$ cat src/capture_match_timer_map.svh
// register offsets, field positions, reset values and timing counts of the capture/match timer
// What this block does
// - 32-bit prescale counter advances a 32-bit timer counter, both on timer clock ticks.
// - prescale division value is fully programmable over 32 bits.
// - four capture channels store the timer count on an input change, optional interrupt.
// - four 32-bit match registers compared with the count; equality is a match event.
// - continuous mode: match leaves counting undisturbed, optional interrupt.
// - stop-on-match halts the timer, optional interrupt.
// - reset-on-match returns the timer count to zero, optional interrupt.
// - each match output goes low, high, toggles or holds on its match.
// - register access is on the bus clock, separate from the counter clock rate.
// - pause input suspends counting when asserted.
`ifndef CAPTURE_MATCH_TIMER_MAP_SVH
`define CAPTURE_MATCH_TIMER_MAP_SVH

`define REG_CTRL            8'h00
`define REG_TIMER_COUNT     8'h04
`define REG_PRESCALE        8'h08
`define REG_PRESCALE_COUNT  8'h0C
`define REG_MATCH_CFG       8'h10
`define REG_OUTPUT_CFG      8'h14
`define REG_OUTPUT_LEVEL    8'h18
`define REG_CAPTURE_CFG     8'h1C
`define REG_INT_STATUS      8'h40
`define REG_INT_MASK        8'h44
`define REG_MATCH_BLOCK     4'h2
`define REG_CAPTURE_BLOCK   4'h3

`define CTRL_ENABLE_BIT     0
`define CTRL_CLEAR_BIT      1
`define CTRL_PAUSE_EN_BIT   2
`define CFG_W               3
`define MCFG_IRQ            0
`define MCFG_STOP           1
`define MCFG_RESET          2
`define CCFG_RISE           0
`define CCFG_FALL           1
`define CCFG_IRQ            2
`define OCFG_W              2
`define ST_CAPTURE_LSB      4

`define CTRL_RESET          3'h0
`define COUNT_RESET         32'h0
`define CFG_RESET           12'h000
`define OCFG_RESET          8'h00
`define LEVEL_RESET         4'h0
`define FLAG_RESET          8'h00

`define TICK_DIV_LAST       4'h1

`endif

$ cat src/capture_match_timer_pkg.sv
// types shared by the capture/match timer modules
`default_nettype none
package capture_match_timer_pkg;
	typedef enum logic [1:0] {
		ACT_NOTHING = 2'b00,
		ACT_LOW     = 2'b01,
		ACT_HIGH    = 2'b10,
		ACT_TOGGLE  = 2'b11
	} ext_action_t;
	typedef logic [31:0] word_t;
endpackage : capture_match_timer_pkg
`default_nettype wire

$ cat src/prescale_if.sv
// carrier between the timer core and its prescale counter
`timescale 1ns/10ps
`default_nettype none
interface prescale_if;
	logic [31:0] value;
	logic        run;
	logic        clear;
	logic [31:0] count;
	logic        advance;
	modport ctrl (output value, output run, output clear, input count, input advance);
	modport counter (input value, input run, input clear, output count, output advance);
endinterface : prescale_if
`default_nettype wire

$ cat src/prescale_counter.sv
// timer clock divider and prescale counter
`timescale 1ns/10ps
`default_nettype none
`include "capture_match_timer_map.svh"
module prescale_counter
	import capture_match_timer_pkg::*;
(
	input  wire logic       i_clock,
	input  wire logic       i_rst,
	prescale_if.counter     bus
);
	logic [3:0]  div_q;
	logic        tick_q;
	logic [31:0] count_q;

	// the timer clock is a one-cycle enable derived from the bus clock
	always_ff @(posedge i_clock or posedge i_rst)
	begin
		if (i_rst)
		begin
			div_q  <= 4'h0;
			tick_q <= 1'b0;
		end
		else if (div_q == `TICK_DIV_LAST)
		begin
			div_q  <= 4'h0;
			tick_q <= 1'b1;
		end
		else
		begin
			div_q  <= div_q + 4'h1;
			tick_q <= 1'b0;
		end
	end

	assign bus.advance = tick_q && bus.run && !bus.clear && (count_q == bus.value);
	assign bus.count   = count_q;

	always_ff @(posedge i_clock or posedge i_rst)
	begin
		if (i_rst)
			count_q <= `COUNT_RESET;
		else if (bus.clear)
			count_q <= `COUNT_RESET;
		else if (tick_q && bus.run)
			count_q <= (count_q == bus.value) ? `COUNT_RESET : count_q + 32'h1;
	end

	chk_prescale_wrap: assert property (@(posedge i_clock) disable iff (i_rst)
		bus.advance |=> count_q == 32'h0)
		else $error("prescale counter did not wrap after advance");
	chk_prescale_step: assert property (@(posedge i_clock) disable iff (i_rst)
		(tick_q && bus.run && !bus.clear && count_q != bus.value) |=> count_q == $past(count_q) + 32'h1)
		else $error("prescale counter failed to step");
	chk_tick_spacing: assert property (@(posedge i_clock) disable iff (i_rst)
		tick_q |=> !tick_q ##1 tick_q)
		else $error("timer clock tick spacing wrong");
	chk_pause_hold: assert property (@(posedge i_clock) disable iff (i_rst)
		(!bus.run && !bus.clear) |=> $stable(count_q))
		else $error("prescale counter moved while halted");
endmodule : prescale_counter
`default_nettype wire

$ cat src/capture_edge.sv
// edge finder for one capture input
`timescale 1ns/10ps
`default_nettype none
module capture_edge (
	input  wire logic i_clock,
	input  wire logic i_rst,
	input  wire logic i_level,
	output logic      o_rise,
	output logic      o_fall
);
	logic prev_q;

	always_ff @(posedge i_clock or posedge i_rst)
	begin
		if (i_rst)
			prev_q <= 1'b0;
		else
			prev_q <= i_level;
	end

	assign o_rise = i_level && !prev_q;
	assign o_fall = !i_level && prev_q;
endmodule : capture_edge
`default_nettype wire

$ cat src/capture_match_timer.sv
// capture/match timer: registers, timer counter, match actions, captures and interrupt
`timescale 1ns/10ps
`default_nettype none
`include "capture_match_timer_map.svh"
module capture_match_timer
	import capture_match_timer_pkg::*;
(
	input  wire logic        i_clock,
	input  wire logic        i_rst,
	input  wire logic [7:0]  i_addr,
	input  wire logic [31:0] i_wdata,
	input  wire logic        i_write,
	input  wire logic        i_read,
	output logic      [31:0] o_rdata,
	input  wire logic [3:0]  i_capture_input,
	input  wire logic        i_pause,
	output logic      [3:0]  o_match_output,
	output logic             o_irq
);
	prescale_if pif ();

	logic [2:0]  ctrl_q;
	logic [31:0] tc_q;
	logic [31:0] pr_q;
	logic [11:0] mcfg_q;
	logic [7:0]  ocfg_q;
	logic [11:0] ccfg_q;
	logic [31:0] match_q [4];
	logic [31:0] cap_q   [4];
	logic [7:0]  st_q;
	logic [7:0]  st_d;
	logic [7:0]  mask_q;
	logic [7:0]  mask_d;
	logic [3:0]  level_q;
	logic [31:0] rdata_q;
	logic [31:0] rdata_d;
	logic        irq_q;
	logic [3:0]  hit;
	logic [3:0]  rise;
	logic [3:0]  fall;
	logic [3:0]  cap_ev;
	logic [3:0]  match_flag;
	logic [3:0]  cap_flag;
	logic        stop_hit;
	logic        reset_hit;
	logic        aligned;
	logic        wr_ctrl;
	logic        wr_tc;
	logic        wr_level;

	function automatic logic cfg_bit(input logic [11:0] cfg, input int unsigned ch, input int unsigned opt);
		cfg_bit = cfg[ch * `CFG_W + opt];
	endfunction : cfg_bit

	function automatic ext_action_t ext_action(input logic [7:0] cfg, input int unsigned ch);
		ext_action = ext_action_t'(cfg[ch * `OCFG_W +: `OCFG_W]);
	endfunction : ext_action

	prescale_counter u_prescale (
		.i_clock (i_clock),
		.i_rst   (i_rst),
		.bus     (pif.counter)
	);

	genvar g;
	generate
		for (g = 0; g < 4; g++)
		begin : g_capture
			capture_edge u_edge (
				.i_clock (i_clock),
				.i_rst   (i_rst),
				.i_level (i_capture_input[g]),
				.o_rise  (rise[g]),
				.o_fall  (fall[g])
			);
			assign cap_ev[g]     = (rise[g] && cfg_bit(ccfg_q, g, `CCFG_RISE))
				|| (fall[g] && cfg_bit(ccfg_q, g, `CCFG_FALL));
			assign cap_flag[g]   = cap_ev[g] && cfg_bit(ccfg_q, g, `CCFG_IRQ);
			assign hit[g]        = pif.advance && (tc_q == match_q[g]);
			assign match_flag[g] = hit[g] && cfg_bit(mcfg_q, g, `MCFG_IRQ);
		end
	endgenerate

	always_comb
	begin
		stop_hit  = 1'b0;
		reset_hit = 1'b0;
		for (int i = 0; i < 4; i++)
		begin
			stop_hit  = stop_hit || (hit[i] && cfg_bit(mcfg_q, i, `MCFG_STOP));
			reset_hit = reset_hit || (hit[i] && cfg_bit(mcfg_q, i, `MCFG_RESET));
		end
	end

	// counting only moves on timer clock ticks; register writes land on the next bus edge
	assign pif.value = pr_q;
	assign pif.run   = ctrl_q[`CTRL_ENABLE_BIT] && !(ctrl_q[`CTRL_PAUSE_EN_BIT] && i_pause);
	assign pif.clear = ctrl_q[`CTRL_CLEAR_BIT];

	assign aligned  = (i_addr[1:0] == 2'b00);
	assign wr_ctrl  = i_write && (i_addr == `REG_CTRL);
	assign wr_tc    = i_write && (i_addr == `REG_TIMER_COUNT);
	assign wr_level = i_write && (i_addr == `REG_OUTPUT_LEVEL);

	// a software write to the control register wins over a stop in the same cycle
	always_ff @(posedge i_clock or posedge i_rst)
	begin
		if (i_rst)
			ctrl_q <= `CTRL_RESET;
		else if (wr_ctrl)
			ctrl_q <= i_wdata[2:0];
		else if (stop_hit)
			ctrl_q[`CTRL_ENABLE_BIT] <= 1'b0;
	end

	always_ff @(posedge i_clock or posedge i_rst)
	begin
		if (i_rst)
			tc_q <= `COUNT_RESET;
		else if (wr_tc)
			tc_q <= i_wdata;
		else if (pif.clear)
			tc_q <= `COUNT_RESET;
		else if (pif.advance)
			tc_q <= reset_hit ? `COUNT_RESET : tc_q + 32'h1;
	end

	always_ff @(posedge i_clock or posedge i_rst)
	begin
		if (i_rst)
		begin
			pr_q   <= `COUNT_RESET;
			mcfg_q <= `CFG_RESET;
			ocfg_q <= `OCFG_RESET;
			ccfg_q <= `CFG_RESET;
			mask_q <= `FLAG_RESET;
			for (int i = 0; i < 4; i++)
				match_q[i] <= `COUNT_RESET;
		end
		else if (i_write)
		begin
			if (i_addr == `REG_PRESCALE)
				pr_q <= i_wdata;
			if (i_addr == `REG_MATCH_CFG)
				mcfg_q <= i_wdata[11:0];
			if (i_addr == `REG_OUTPUT_CFG)
				ocfg_q <= i_wdata[7:0];
			if (i_addr == `REG_CAPTURE_CFG)
				ccfg_q <= i_wdata[11:0];
			mask_q <= mask_d;
			if (aligned && i_addr[7:4] == `REG_MATCH_BLOCK)
				match_q[i_addr[3:2]] <= i_wdata;
		end
	end

	always_ff @(posedge i_clock or posedge i_rst)
	begin
		if (i_rst)
		begin
			for (int i = 0; i < 4; i++)
				cap_q[i] <= `COUNT_RESET;
		end
		else
		begin
			for (int i = 0; i < 4; i++)
				if (cap_ev[i])
					cap_q[i] <= tc_q;
		end
	end

	always_ff @(posedge i_clock or posedge i_rst)
	begin
		if (i_rst)
			level_q <= `LEVEL_RESET;
		else
		begin
			for (int i = 0; i < 4; i++)
			begin
				if (hit[i])
				begin
					unique case (ext_action(ocfg_q, i))
						ACT_NOTHING: level_q[i] <= level_q[i];
						ACT_LOW:     level_q[i] <= 1'b0;
						ACT_HIGH:    level_q[i] <= 1'b1;
						ACT_TOGGLE:  level_q[i] <= !level_q[i];
					endcase
				end
				else if (wr_level)
					level_q[i] <= i_wdata[i];
			end
		end
	end

	// a new event in the clearing cycle survives the write-one-to-clear
	always_comb
	begin
		st_d = st_q & ~((i_write && i_addr == `REG_INT_STATUS) ? i_wdata[7:0] : 8'h00);
		st_d = st_d | {cap_flag, match_flag};
		mask_d = (i_write && i_addr == `REG_INT_MASK) ? i_wdata[7:0] : mask_q;
	end

	always_ff @(posedge i_clock or posedge i_rst)
	begin
		if (i_rst)
		begin
			st_q  <= `FLAG_RESET;
			irq_q <= 1'b0;
		end
		else
		begin
			st_q  <= st_d;
			irq_q <= |(st_d & mask_d);
		end
	end

	always_comb
	begin
		rdata_d = 32'h0;
		if (aligned && i_addr[7:4] == `REG_MATCH_BLOCK)
			rdata_d = match_q[i_addr[3:2]];
		else if (aligned && i_addr[7:4] == `REG_CAPTURE_BLOCK)
			rdata_d = cap_q[i_addr[3:2]];
		else
		begin
			unique case (i_addr)
				`REG_CTRL:           rdata_d = 32'(ctrl_q);
				`REG_TIMER_COUNT:    rdata_d = tc_q;
				`REG_PRESCALE:       rdata_d = pr_q;
				`REG_PRESCALE_COUNT: rdata_d = pif.count;
				`REG_MATCH_CFG:      rdata_d = 32'(mcfg_q);
				`REG_OUTPUT_CFG:     rdata_d = 32'(ocfg_q);
				`REG_OUTPUT_LEVEL:   rdata_d = 32'(level_q);
				`REG_CAPTURE_CFG:    rdata_d = 32'(ccfg_q);
				`REG_INT_STATUS:     rdata_d = 32'(st_q);
				`REG_INT_MASK:       rdata_d = 32'(mask_q);
				default:             rdata_d = 32'h0;
			endcase
		end
	end

	// read data stand for exactly one cycle after the read strobe
	always_ff @(posedge i_clock or posedge i_rst)
	begin
		if (i_rst)
			rdata_q <= 32'h0;
		else
			rdata_q <= i_read ? rdata_d : 32'h0;
	end

	assign o_rdata        = rdata_q;
	assign o_match_output = level_q;
	assign o_irq          = irq_q;

	chk_count_advance: assert property (@(posedge i_clock) disable iff (i_rst)
		(pif.advance && !reset_hit && !wr_tc) |=> tc_q == $past(tc_q) + 32'h1)
		else $error("timer count did not advance");
	chk_continuous_hold: assert property (@(posedge i_clock) disable iff (i_rst)
		(!pif.advance && !wr_tc && !pif.clear) |=> $stable(tc_q))
		else $error("timer count moved without advance");
	chk_reset_match: assert property (@(posedge i_clock) disable iff (i_rst)
		(reset_hit && !wr_tc) |=> tc_q == 32'h0)
		else $error("reset on match did not zero count");
	chk_stop_match: assert property (@(posedge i_clock) disable iff (i_rst)
		(stop_hit && !wr_ctrl) |=> !ctrl_q[`CTRL_ENABLE_BIT] && !pif.advance)
		else $error("stop on match did not halt timer");
	chk_capture_value: assert property (@(posedge i_clock) disable iff (i_rst)
		cap_ev[0] |=> cap_q[0] == $past(tc_q))
		else $error("capture 0 missed timer count");
	chk_match_toggle: assert property (@(posedge i_clock) disable iff (i_rst)
		(hit[0] && ext_action(ocfg_q, 0) == ACT_TOGGLE) |=> o_match_output[0] != $past(o_match_output[0]))
		else $error("match output 0 did not toggle");
	chk_flag_sticky: assert property (@(posedge i_clock) disable iff (i_rst)
		(st_q[0] && !(i_write && i_addr == `REG_INT_STATUS)) |=> st_q[0])
		else $error("pending flag dropped without clear");
	chk_irq_level: assert property (@(posedge i_clock) disable iff (i_rst)
		o_irq == |(st_q & mask_q))
		else $error("interrupt output disagrees with flags");
	// checks below tie each event to the state it must leave one bus cycle later
	chk_read_idle: assert property (@(posedge i_clock) disable iff (i_rst)
		!i_read |=> o_rdata == 32'h0)
		else $error("read data present without a read");
	chk_clear_hold: assert property (@(posedge i_clock) disable iff (i_rst)
		(pif.clear && !wr_tc) |=> tc_q == 32'h0)
		else $error("timer count not held at zero by clear");
	chk_continuous_run: assert property (@(posedge i_clock) disable iff (i_rst)
		(pif.advance && !stop_hit && !wr_ctrl) |=> ctrl_q[`CTRL_ENABLE_BIT])
		else $error("timer halted without a stop match");
	chk_match_flag: assert property (@(posedge i_clock) disable iff (i_rst)
		match_flag[0] |=> st_q[0])
		else $error("match 0 flag not latched");
	chk_capture_flag: assert property (@(posedge i_clock) disable iff (i_rst)
		cap_flag[0] |=> st_q[`ST_CAPTURE_LSB])
		else $error("capture 0 flag not latched");
	chk_match_low: assert property (@(posedge i_clock) disable iff (i_rst)
		(hit[0] && ext_action(ocfg_q, 0) == ACT_LOW) |=> !o_match_output[0])
		else $error("match output 0 not driven low");
	chk_match_high: assert property (@(posedge i_clock) disable iff (i_rst)
		(hit[0] && ext_action(ocfg_q, 0) == ACT_HIGH) |=> o_match_output[0])
		else $error("match output 0 not driven high");
endmodule : capture_match_timer
`default_nettype wire

$ cat config.mk
export PLATFORM = sky130hd
export DESIGN_NAME = capture_match_timer
export DESIGN_NICKNAME = d
export VERILOG_FILES = /design/src/capture_match_timer_pkg.sv /design/src/prescale_if.sv /design/src/prescale_counter.sv /design/src/capture_edge.sv /design/src/capture_match_timer.sv
export VERILOG_INCLUDE_DIRS = /design/src
export SDC_FILE = /design/constraint.sdc
export NUM_CORES = 1
export LEC_CHECK = 0
export ABC_CLOCK_PERIOD_IN_PS = 14800
export BUFFER_PORTS_ARGS = -buffer_cell sky130_fd_sc_hd__buf_2
export CAP_MARGIN = 20
export CORE_MARGIN = 2
export CORE_UTILIZATION = 58
export CTS_BUF_LIST = sky130_fd_sc_hd__clkbuf_4
export CTS_CLUSTER_DIAMETER = 100
export CTS_CLUSTER_SIZE = 25
export DETAILED_ROUTE_END_ITERATION = 10
export HOLD_SLACK_MARGIN = 0.06
export MAX_ROUTING_LAYER = met4
export PLACE_DENSITY = 0.76
export SLEW_MARGIN = 20
export SYNTH_ARGS = -nofsm -noshare
export SYNTH_HDL_FRONTEND = slang
export SYNTH_HIERARCHICAL = 1
export SYNTH_SLANG_ARGS = --single-unit
$ cat constraint.sdc
create_clock -name i_clock -period 14.8 [get_ports i_clock]
set_input_delay 2.96 -clock i_clock [delete_from_list [all_inputs] [get_ports i_clock]]
set_output_delay 2.96 -clock i_clock [all_outputs]
set_load 0.05 [all_outputs]
==> flow_metrics.tcl, run 1 <==
set metrics [dict create \
    worstPathArrival_ns 6.27 \
    wirelength_mm 74.49 \
    slew_viol_final 0 \
    synth-async-reset-ratio_pct 100.0 \
    ys_ff_latch 449 \
    cts.sinks 449 \
    core_um2 39820 \
    grt_max_degree 131 \
    grt_pass1_vias 17440 \
    finalInstanceArea_um2 24300 \
    htreeDepth 1 \
    cts_tree "built" \
    setup_violations 0 \
    cts-root-buf "clkbuf_4" \
    syn_avg_cell_area_um2 10.82 \
    grt_pass1_wl_mm 111.7 \
    synth.top_cell.area_share_pct 48.00 \
    path_class "in2reg" \
    clk_pin_slew_ns 0.24 \
    path_max_fanout 22 \
    fin_nets 2194 \
    final_antenna_net_count 0 \
    fmax_mhz 178.4 \
    drive_above_1_share_pct 21.34 \
    pwr-share-seq_pct 60.1 \
    area_growth_pct 3.795 \
    period_share_pct 37.86 \
    fin_crit_ns 5.604 \
    vias_per_cell 6.807 \
    yosysUniqueCellTypes 71 \
    synth.yosys.seq_area_share_pct 48.00 \
    power_uw 2693 \
    postCtsHoldBufs 0 \
    required_ns 15.47 \
    worst_pin_slew_ns 1.082 \
    track_usage_pct 37.02 \
    row_count 73 \
    drtIter0Drc 2514 \
    p_leak_uw 0.01118 \
    power_switching_uw 936.1 \
    finalHoldViolCount 0 \
    drv_cap 0 \
    drc 0 \
    post_dp_cell_area_um2 24120 \
    critPathLaunchType "primary input" \
    min_path_type "reg2reg" \
    slew-limit-headroom_pct 27.66 \
    cts_resized 0 \
    status "finished clean" \
    yosysWarningCount 6 \
    rsz0062_at_grt "false" \
    synth-edff-count 0 \
    synth.area.top_cells "dfrtp_1 (48%), mux2_2 (11%), mux4_2 (6.2%), nand2_1 (5.2%), xnor2_1 (3.6%)" \
    whs_ns 0.4956 \
    post_drt_wl_per_cell_um 27.91 \
    dr_total_vias 18170 \
    initial_core_util_pct 58.78 \
    p_int_uw 1757 \
    cts_buffers 21 \
    totalNegativeSetupSlack_ns 0 \
    met3_usage_pct 6.236 \
    crit_path_end_kind "flip-flop" \
    share_comb_of_total_power_pct 23.9 \
    use_met2_pct 54.11 \
    pin_count 86 \
    synth_area_um2 23410 \
    p_per_area_nw_per_um2 110.9 \
    ir_worst_vdd_v 0.00008156 \
    syn_inst 2164 \
    die_h_um 204.9 \
    power.share.switching_pct 34.76 \
    clockPowerShare_pct 16.1 \
    finClkSkew_ns 0.07480 \
    dp_hpwl_mm 52.72 \
    syn_nets 2215 \
    gp_congestion 1.041 \
    synth_top_flop_cell "dfrtp_1" \
    antenna_found_initial 2 \
    busiest_layer "met2" \
    utilization_pct 61.01 \
    overflow 0 \
    firstDrtPassIters 8 \
    clk_path_buf_depth 3 \
    die_w_um 204.9 \
    die-area_um2 41980 \
    synth_area_leader_cell "dfrtp_1" \
    met1_usage_pct 52.29 \
    numPortBuffers 85 \
    cts_setup_buffers 0 \
    clk_latency_ns 0.86 \
]
-- cell usage after synthesis, types with 17 or more instances --
master    count
dfrtp_1     449
nand2_1     324
mux2_2      219
clkbuf_1    108
o21ai_0     104
xnor2_1      95
nand3_1      67
xor2_1       67
nor2_1       65
mux4_2       64
nand4_1      51
inv_1        46
a21oi_1      45
a22oi_1      44
mux2i_1      40
nor4_1       30
buf_1        26
nor3_1       24
and3_1       18
buf_2        18
a21boi_0     17
and2_1       17
-- stage by stage --
stage	worst slack, ns	instances
after global routing	8.737	2669
after floorplan	0.4888	2164
final	9.196	2669
after global placement	8.359	2645
after CTS	9.147	2667
after detailed placement	8.242	2645
-- critical path, cell delays in order --
cell and delay (ns):
buf_2 0.11, a21oi_1 0.22, nand2_1 0.14, nor4_2 0.27, buf_4 0.36, inv_1 0.40, nor2_1 0.26, nand3_1 0.11
nor3_1 0.23, nand3_1 0.12, nand3_1 0.82, o221ai_1 0.25
-- power by group through the flow --
stage	sequential [µW]	clock [µW]	combinational (µW)
after floorplan	1540	0	485
after global placement	1620	0	611
after detailed placement	1640	0	632
after CTS	1610	435	634
after global routing	1640	475	702
final	1620	433	642
-- flip-flops by register name (all words and copies together) (netlist names), 3 cells and up --
signal,cells
u_prescale/div_q,4
tc_q,32
ctrl_q,3
g_capture.u_edge/prev_q,4
match_q,128
ocfg_q,8
o_match_output,4
cap_q,128
mcfg_q,12
ccfg_q,12
pif.value,32
mask_q,8
st_q,8
o_rdata,32
u_prescale/bus.count,32
-- layer usage --
layer  vias to the layer above  wire length (µm)
met2                      1050             33240
met4                         0              3425
met1                      9199             30100
li1                       7736                 -
met5                         -                 0
met3                       182              7729
-- area by class of cell --
type / count / area [µm²]
well taps: 525 / 656.9
fillers: 3332 / 15530
flip-flops and latches: 449 / 11240
diodes: 2 / 5.005
repair buffers: 117 / 674.4
multi-input cells: 1507 / 11370
inverters: 47 / 183.9
clock buffers: 22 / 165.2
-- logic make-up after synthesis --
| kind of cell | synth area share, % |
|---|---|
| AOI/OAI and AO/OA | 9.867 |
| xor gates and xnor gates | 6.062 |
| adders and majority gates | 0.1069 |
| buffers and inverters | 3.629 |
| DFF | 48.00 |
| muxes | 18.40 |
| and+or+nand+nor | 13.93 |
-- worst paths after layout --
kind,from,end,slack (ns),cells past startpoint
hold reg to reg,cap_q[8],cap_q[8],0.50,2
setup reg to reg,u_prescale/bus.count[5],tc_q[10],9.85,12
max in group asynchronous,i_rst,cap_q[29],9.27,5
hold / removal,cap_q[8],cap_q[8],0.50,2
min in group asynchronous,i_rst,g_capture[3].u_edge/prev_q,1.95,2
setup / recovery,i_pause,tc_q[10],9.20,12
-- placed cells by master, fill, tap and decap left out, drive strengths merged, types with 17 or more instances in the layout --
master	n
inv	47
clkbuf	22
xor2	67
mux2	219
nand2	325
o21ai	107
xnor2	95
nor2	67
and3	18
a21boi	17
nor4	31
buf	117
dfrtp	449
nand3	67
mux4	64
a21oi	45
mux2i	40
and2	17
nand4	52
a22oi	44
nor3	27
(Power assumes the default switching activity.)
==> run 2: changes to the inputs <==
--- a/config.mk
+++ b/config.mk
@@ -6,18 +6,18 @@
 export SDC_FILE = /design/constraint.sdc
 export NUM_CORES = 1
 export LEC_CHECK = 0
-export ABC_CLOCK_PERIOD_IN_PS = 14800
+export ABC_CLOCK_PERIOD_IN_PS = 5500
 export BUFFER_PORTS_ARGS = -buffer_cell sky130_fd_sc_hd__buf_2
 export CAP_MARGIN = 20
 export CORE_MARGIN = 2
-export CORE_UTILIZATION = 58
+export CORE_UTILIZATION = 65
 export CTS_BUF_LIST = sky130_fd_sc_hd__clkbuf_4
 export CTS_CLUSTER_DIAMETER = 100
 export CTS_CLUSTER_SIZE = 25
 export DETAILED_ROUTE_END_ITERATION = 10
 export HOLD_SLACK_MARGIN = 0.06
 export MAX_ROUTING_LAYER = met4
-export PLACE_DENSITY = 0.76
+export PLACE_DENSITY = 0.81
 export SLEW_MARGIN = 20
 export SYNTH_ARGS = -nofsm -noshare
 export SYNTH_HDL_FRONTEND = slang
==> constraint.sdc (replaced) <==
create_clock -name i_clock -period 5.5 [get_ports i_clock]
set_input_delay 1.1 -clock i_clock [delete_from_list [all_inputs] [get_ports i_clock]]
set_output_delay 1.1 -clock i_clock [all_outputs]
set_load 0.05 [all_outputs]
==> run 2 against run 1 <==
  * First-iteration DRC count decreased by 10%
  * Cell area increased by 0.15%
  * Setup slack got worse by 8.2 ns
  * Global-route usage increased by 5.5 points
  * Sequential power increased to 2.7 times the previous value
  * Hold slack got worse by 0.38 ns
  * Cell count decreased by 2.1%
  * Sequential share of layout area decreased by 0.069 points
  * Count of clock-buffer cells in the layout unchanged
  * Largest power group unchanged
  * Highest routed layer unchanged
==> flow_metrics.tcl, run 2 (same netlist as run 1, synthesis figures left out) <==
set metrics [dict create \
    clk_latency_ns 0.85 \
    pwr-share-seq_pct 60.0 \
    status "finished clean" \
    drtIter0Drc 2252 \
    slew-limit-headroom_pct 32.97 \
    final_antenna_net_count 0 \
    finalHoldViolCount 0 \
    power_uw 7288 \
    htreeDepth 1 \
    ir_worst_vdd_v 0.0003072 \
    dp_hpwl_mm 55.54 \
    clockPowerShare_pct 16.0 \
    p_leak_uw 0.01123 \
    utilization_pct 68.57 \
    final_common_cell "dfrtp_1" \
    nFillCells 2664 \
    postCtsHoldBufs 0 \
    power.share.switching_pct 35.02 \
    firstDrtPassIters 7 \
    rsz0062_at_grt "false" \
    slowest_delay_ns 0.60 \
    seq_area_um2 11240 \
    reg.largest.list "cap_q x128, match_q x128" \
    required_ns 6.22 \
    finClkSkew_ns 0.07688 \
    cp_common_cell "nand4_1" \
    die_h_um 193.8 \
    track_usage_pct 42.48 \
    rr_startpoint "u_prescale/bus.count[5]" \
    area_growth_pct 3.950 \
    antenna_found_initial 4 \
    clk_path_buf_depth 3 \
    grt_pass1_vias 17900 \
    core_um2 35480 \
    cts-root-buf "clkbuf_4" \
    worstPathArrival_ns 5.21 \
    critPathLaunchType "flip-flop" \
    cts_buffers 21 \
    cts_tree "built" \
    final_cell_mix "dfrtp_1 (449), nand2_1 (324), mux2_2 (219), o21ai_0 (104), xnor2_1 (95)" \
    crit_path_end_kind "flip-flop" \
    initial_core_util_pct 65.97 \
    drive_above_1_share_pct 21.51 \
    gp_congestion 1.060 \
    cts_resized 0 \
    setup_violations 0 \
    share_comb_of_total_power_pct 24.1 \
    fin_crit_ns 4.489 \
    critPathLaunch "u_prescale/bus.count[5]" \
    crit_buf_inv 2 \
    p_int_uw 4736 \
    cts_setup_buffers 0 \
    vias_per_cell 7.062 \
    drc 0 \
    grt_pass1_wl_mm 116.1 \
    numPortBuffers 85 \
    period_share_pct 81.62 \
    p_per_area_nw_per_um2 299.5 \
    row_count 69 \
    path_max_fanout 16 \
    multi_input_area_um2 11380 \
    path_class "reg2reg" \
    post_dp_cell_area_um2 24150 \
    post_drt_wl_per_cell_um 29.40 \
    die_w_um 193.8 \
    power_switching_uw 2553 \
    drv_cap 0 \
    worst_pin_slew_ns 1.002 \
    die-area_um2 37540 \
    wirelength_mm 76.78 \
    path_cells "xor2_1 -> nor4_1 -> nand4_1 -> nor4_2 -> inv_1 -> nor2_1 -> nand4_1 -> o31a_1 -> buf_4 -> a31oi_1 -> o221ai_1" \
    pin_count 86 \
    worst_path_max_delay_cell "nor4_1" \
    cp_top_family "simple AND/OR/NAND/NOR gates" \
    slew_viol_final 0 \
    dr_total_vias 18450 \
    grt_max_degree 107 \
    fin_nets 2200 \
    min_path_type "in2async" \
    fmax_mhz 222.8 \
    finalInstanceArea_um2 24330 \
    clk_pin_slew_ns 0.28 \
    overflow 0 \
    cts.sinks 449 \
]
==> run 2: per-layer routing <==
| layer | vias to the layer above | track usage [%] | wire length [µm] |
|---|---|---|---|
| met1 | 9367 | 59.48 | 30480 |
| met2 | 1157 | 61.98 | 34310 |
| li1 | 7738 | - | - |
| met4 | 0 | 16.23 | 3536 |
| met3 | 184 | 8.401 | 8456 |
| met5 | - | - | 0 |
==> run 2: worst paths after layout <==
kind / slack (ns) / depth (start not counted) / end
hold / removal: 0.12 / 2 / g_capture[3].u_edge/prev_q
setup reg to reg: 1.01 / 11 / tc_q[5]
hold reg to reg: 0.49 / 1 / u_prescale/tick_q
max in group asynchronous: 3.74 / 4 / cap_q[31]
setup / recovery: 1.01 / 11 / tc_q[5]
min in group i_clock: 0.37 / 1 / g_capture[3].u_edge/prev_q
==> run 2: area by class of cell <==
cell class                 instances  share of cell area (%)
tap                              461                   2.371
sequential                       449                   46.18
clock buffer                      22                  0.6788
timing repair buffer             123                   3.214
multi-input combinational       1507                   46.79
antenna                            3                 0.03085
inverter                          47                  0.7405
==> run 2: power by group through the flow <==
| stage | registers [µW] | clock network, µW | logic (µW) |
|---|---|---|---|
| 6_report | 4370 | 1160 | 1750 |
| 5_1_grt | 4430 | 1270 | 1900 |
| 2_1_floorplan | 4150 | 0 | 1310 |
| 3_5_place_dp | 4410 | 0 | 1720 |
| 3_3_place_gp | 4370 | 0 | 1650 |
| 4_1_cts | 4350 | 1170 | 1720 |
==> run 2: stage by stage <==
| stage | cells | hold slack (ns) | setup slack, ns | TNS (ns) |
|---|---|---|---|---|
| 2_1_floorplan | 2164 | 0.4334 | -1.098 | -447.85 |
| 3_3_place_gp | 2587 | 0.4446 | 1.372 | 0 |
| 3_5_place_dp | 2587 | 0.4503 | 1.240 | 0 |
| 4_1_cts | 2609 | 0.1016 | 1.221 | 0 |
| 5_1_grt | 2612 | 0.1073 | 0.9045 | 0 |
| 6_report | 2612 | 0.1185 | 1.011 | 0 |
==> run 3: changes to the inputs <==
--- a/config.mk
+++ b/config.mk
@@ -6,18 +6,18 @@
 export SDC_FILE = /design/constraint.sdc
 export NUM_CORES = 1
 export LEC_CHECK = 0
-export ABC_CLOCK_PERIOD_IN_PS = 5500
+export ABC_CLOCK_PERIOD_IN_PS = 3700
 export BUFFER_PORTS_ARGS = -buffer_cell sky130_fd_sc_hd__buf_2
 export CAP_MARGIN = 20
 export CORE_MARGIN = 2
-export CORE_UTILIZATION = 65
+export CORE_UTILIZATION = 58
 export CTS_BUF_LIST = sky130_fd_sc_hd__clkbuf_4
 export CTS_CLUSTER_DIAMETER = 100
 export CTS_CLUSTER_SIZE = 25
 export DETAILED_ROUTE_END_ITERATION = 10
 export HOLD_SLACK_MARGIN = 0.06
 export MAX_ROUTING_LAYER = met4
-export PLACE_DENSITY = 0.81
+export PLACE_DENSITY = 0.76
 export SLEW_MARGIN = 20
 export SYNTH_ARGS = -nofsm -noshare
 export SYNTH_HDL_FRONTEND = slang
==> constraint.sdc (replaced) <==
create_clock -name i_clock -period 3.7 [get_ports i_clock]
set_input_delay 0.74 -clock i_clock [delete_from_list [all_inputs] [get_ports i_clock]]
set_output_delay 0.74 -clock i_clock [all_outputs]
set_load 0.05 [all_outputs]
==> run 3 against run 2 <==
  * First-iteration DRC count rose by 9.1%
  * Die area grew 12%
  * Cell count increased by 4.3%
  * Flip-flop and latch count stayed put
  * Combinational power is 62% higher
  * Cell area is 2.1% higher
  * Routed wire length fell by 0.36%
  * Setup slack lost 0.80 ns
  * Via count down 1.1%
  * Hold slack improved by 0.15 ns
  * Non-clock buffer count up 46
  * Register-to-register slack got worse by 0.80 ns
  * Critical path type unchanged
  * Largest cell class unchanged
==> flow_metrics.tcl, run 3 (same netlist as run 1, synthesis figures left out) <==
set metrics [dict create \
    status "finished clean" \
    setup_violations 0 \
    final_common_cell "dfrtp_1" \
    pin_count 86 \
    track_usage_pct 38.09 \
    rsz0062_at_grt "false" \
    cts_buffers 21 \
    multi_input_area_um2 11380 \
    min_to "match_q[92]" \
    rr_endpoint "tc_q[10]" \
    numPortBuffers 85 \
    fin_crit_ns 3.486 \
    core_um2 39820 \
    antenna_found_initial 3 \
    post_drt_wl_per_cell_um 28.07 \
    drive_above_1_share_pct 23.06 \
    grt_max_degree 108 \
    final_cell_mix "dfrtp_1 (448), nand2_1 (324), mux2_2 (219), o21ai_0 (104), xnor2_1 (95)" \
    drtIter0Drc 2456 \
    finClkSkew_ns 0.05404 \
    ir_worst_vdd_v 0.0004177 \
    row_count 73 \
    dp_hpwl_mm 55.26 \
    stdcell_count 2725 \
    power_uw 10900 \
    required_ns 4.42 \
    critPathLaunchType "flip-flop" \
    firstDrtPassIters 9 \
    fin_nets 2246 \
    nFillCells 3300 \
    period_share_pct 94.22 \
    p_per_area_nw_per_um2 438.9 \
    overflow 0 \
    worstPathArrival_ns 4.20 \
    die_h_um 204.9 \
    dr_total_vias 18240 \
    dpl.cell_count 2691 \
    utilization_pct 62.37 \
    drv_cap 0 \
    drc 0 \
    finalInstanceArea_um2 24840 \
    gp_congestion 1.019 \
    fmax_mhz 286.8 \
    post_dp_cell_area_um2 24570 \
    min_path_type "in2reg" \
    htreeDepth 1 \
    cts.sinks 449 \
    clk_pin_slew_ns 0.27 \
    slew_viol_final 0 \
    rr_startpoint "pif.value[3]" \
    die-area_um2 41980 \
    vias_per_cell 6.694 \
    die_w_um 204.9 \
    grt_pass1_wl_mm 114.4 \
    path_max_fanout 22 \
    grt_pass1_vias 17440 \
    cts_tree "built" \
    reg2reg_depth 12 \
    worst_pin_slew_ns 0.9688 \
    wirelength_mm 76.50 \
    reg.largest.list "cap_q x128, match_q x128" \
    cts-root-buf "clkbuf_4" \
    whs_path_depth 2 \
    final_antenna_net_count 0 \
    p_leak_uw 0.01148 \
    crit_path_end_kind "flip-flop" \
    path_class "reg2reg" \
    area_growth_pct 6.104 \
    slew-limit-headroom_pct 35.41 \
    initial_core_util_pct 58.78 \
    seq_area_um2 11240 \
    worstHoldStart "i_wdata[28]" \
    finalHoldViolCount 0 \
    clk_path_buf_depth 3 \
    reg2reg_setup_slack_ns 0.21 \
    clk_latency_ns 0.85 \
]
## run 3: changes by cell type in the layout (fill, tap and decap cells not counted)
cell	change
nor2_2	+1
buf_12	+4
dfrtp_1	-1
dfrtp_2	+1
nor4_2	+2
nor4_1	-2
o21ai_4	-1
buf_6	+2
nor2_4	-1
buf_4	+35
diode_2	+3
dlygate4sd3_1	+5
o21ai_2	+1
## run 3: worst max-delay path by stage
stage / startpoint / endpoint / depth (start not counted)
floorplan: i_rst / cap_q[0] / 1
global placement: u_prescale/bus.count[28] / tc_q[16] / 12
detailed placement: u_prescale/bus.count[28] / tc_q[17] / 12
CTS: u_prescale/bus.count[28] / tc_q[17] / 12
global route: u_prescale/bus.count[19] / tc_q[26] / 13
finish: pif.value[3] / tc_q[10] / 12
## run 3: report_power, final
group          total [µW]  internal, µW  switching [µW]
Clock                1730           273            1460
Combinational        2830          1150            1680
Sequential           6340          5700             642
## run 3: cell type report
type,instances,share of cell area [%]
clock buffer,22,0.6650
timing repair buffer,169,4.821
tap,525,2.645
multi-input combinational,1507,45.84
antenna,6,0.06045
inverter,47,0.7254
sequential,449,45.24
## run 3: repair_timing
| action | CTS | global route |
|---|---|---|
| resized for setup | 0 | 6 |
| hold endpoints to repair | 32 | 0 |
| setup buffers | 0 | 1 |
| setup endpoints to repair | 0 | 28 |
| hold buffers | 5 | 0 |
## run 3: through the flow
stage | hold WS (ns) | setup WS, ns | TNS (ns)
6_report | 0.2663 | 0.2138 | 0
5_1_grt | 0.2247 | 0.02407 | 0
4_1_cts | 0.2242 | 0.05819 | 0
2_1_floorplan | 0.4334 | -2.538 | -1035.37
3_5_place_dp | 0.4532 | 0.1066 | 0
3_3_place_gp | 0.4436 | 0.2202 | 0
## run 3: routing by layer
metal	vias up	part of all wire [%]	GRT usage [%]
met1	9336	41	52.89
met2	909	45	56.56
met3	154	10	8.320
li1	7841	-	-
met5	-	0	-
met4	0	3.8	11.41
## run 3: critical path: stages (launching register included)
cell and delay, ns:
dfrtp_1 0.48, xor2_1 0.24, nor4_2 0.41, nand4_1 0.30, nor4_2 0.23, buf_4 0.21
nand3_1 0.09, nor3_1 0.33, nand3_1 0.21, o32a_1 0.36, nand3_1 0.17, buf_12 0.19
o221ai_1 0.14
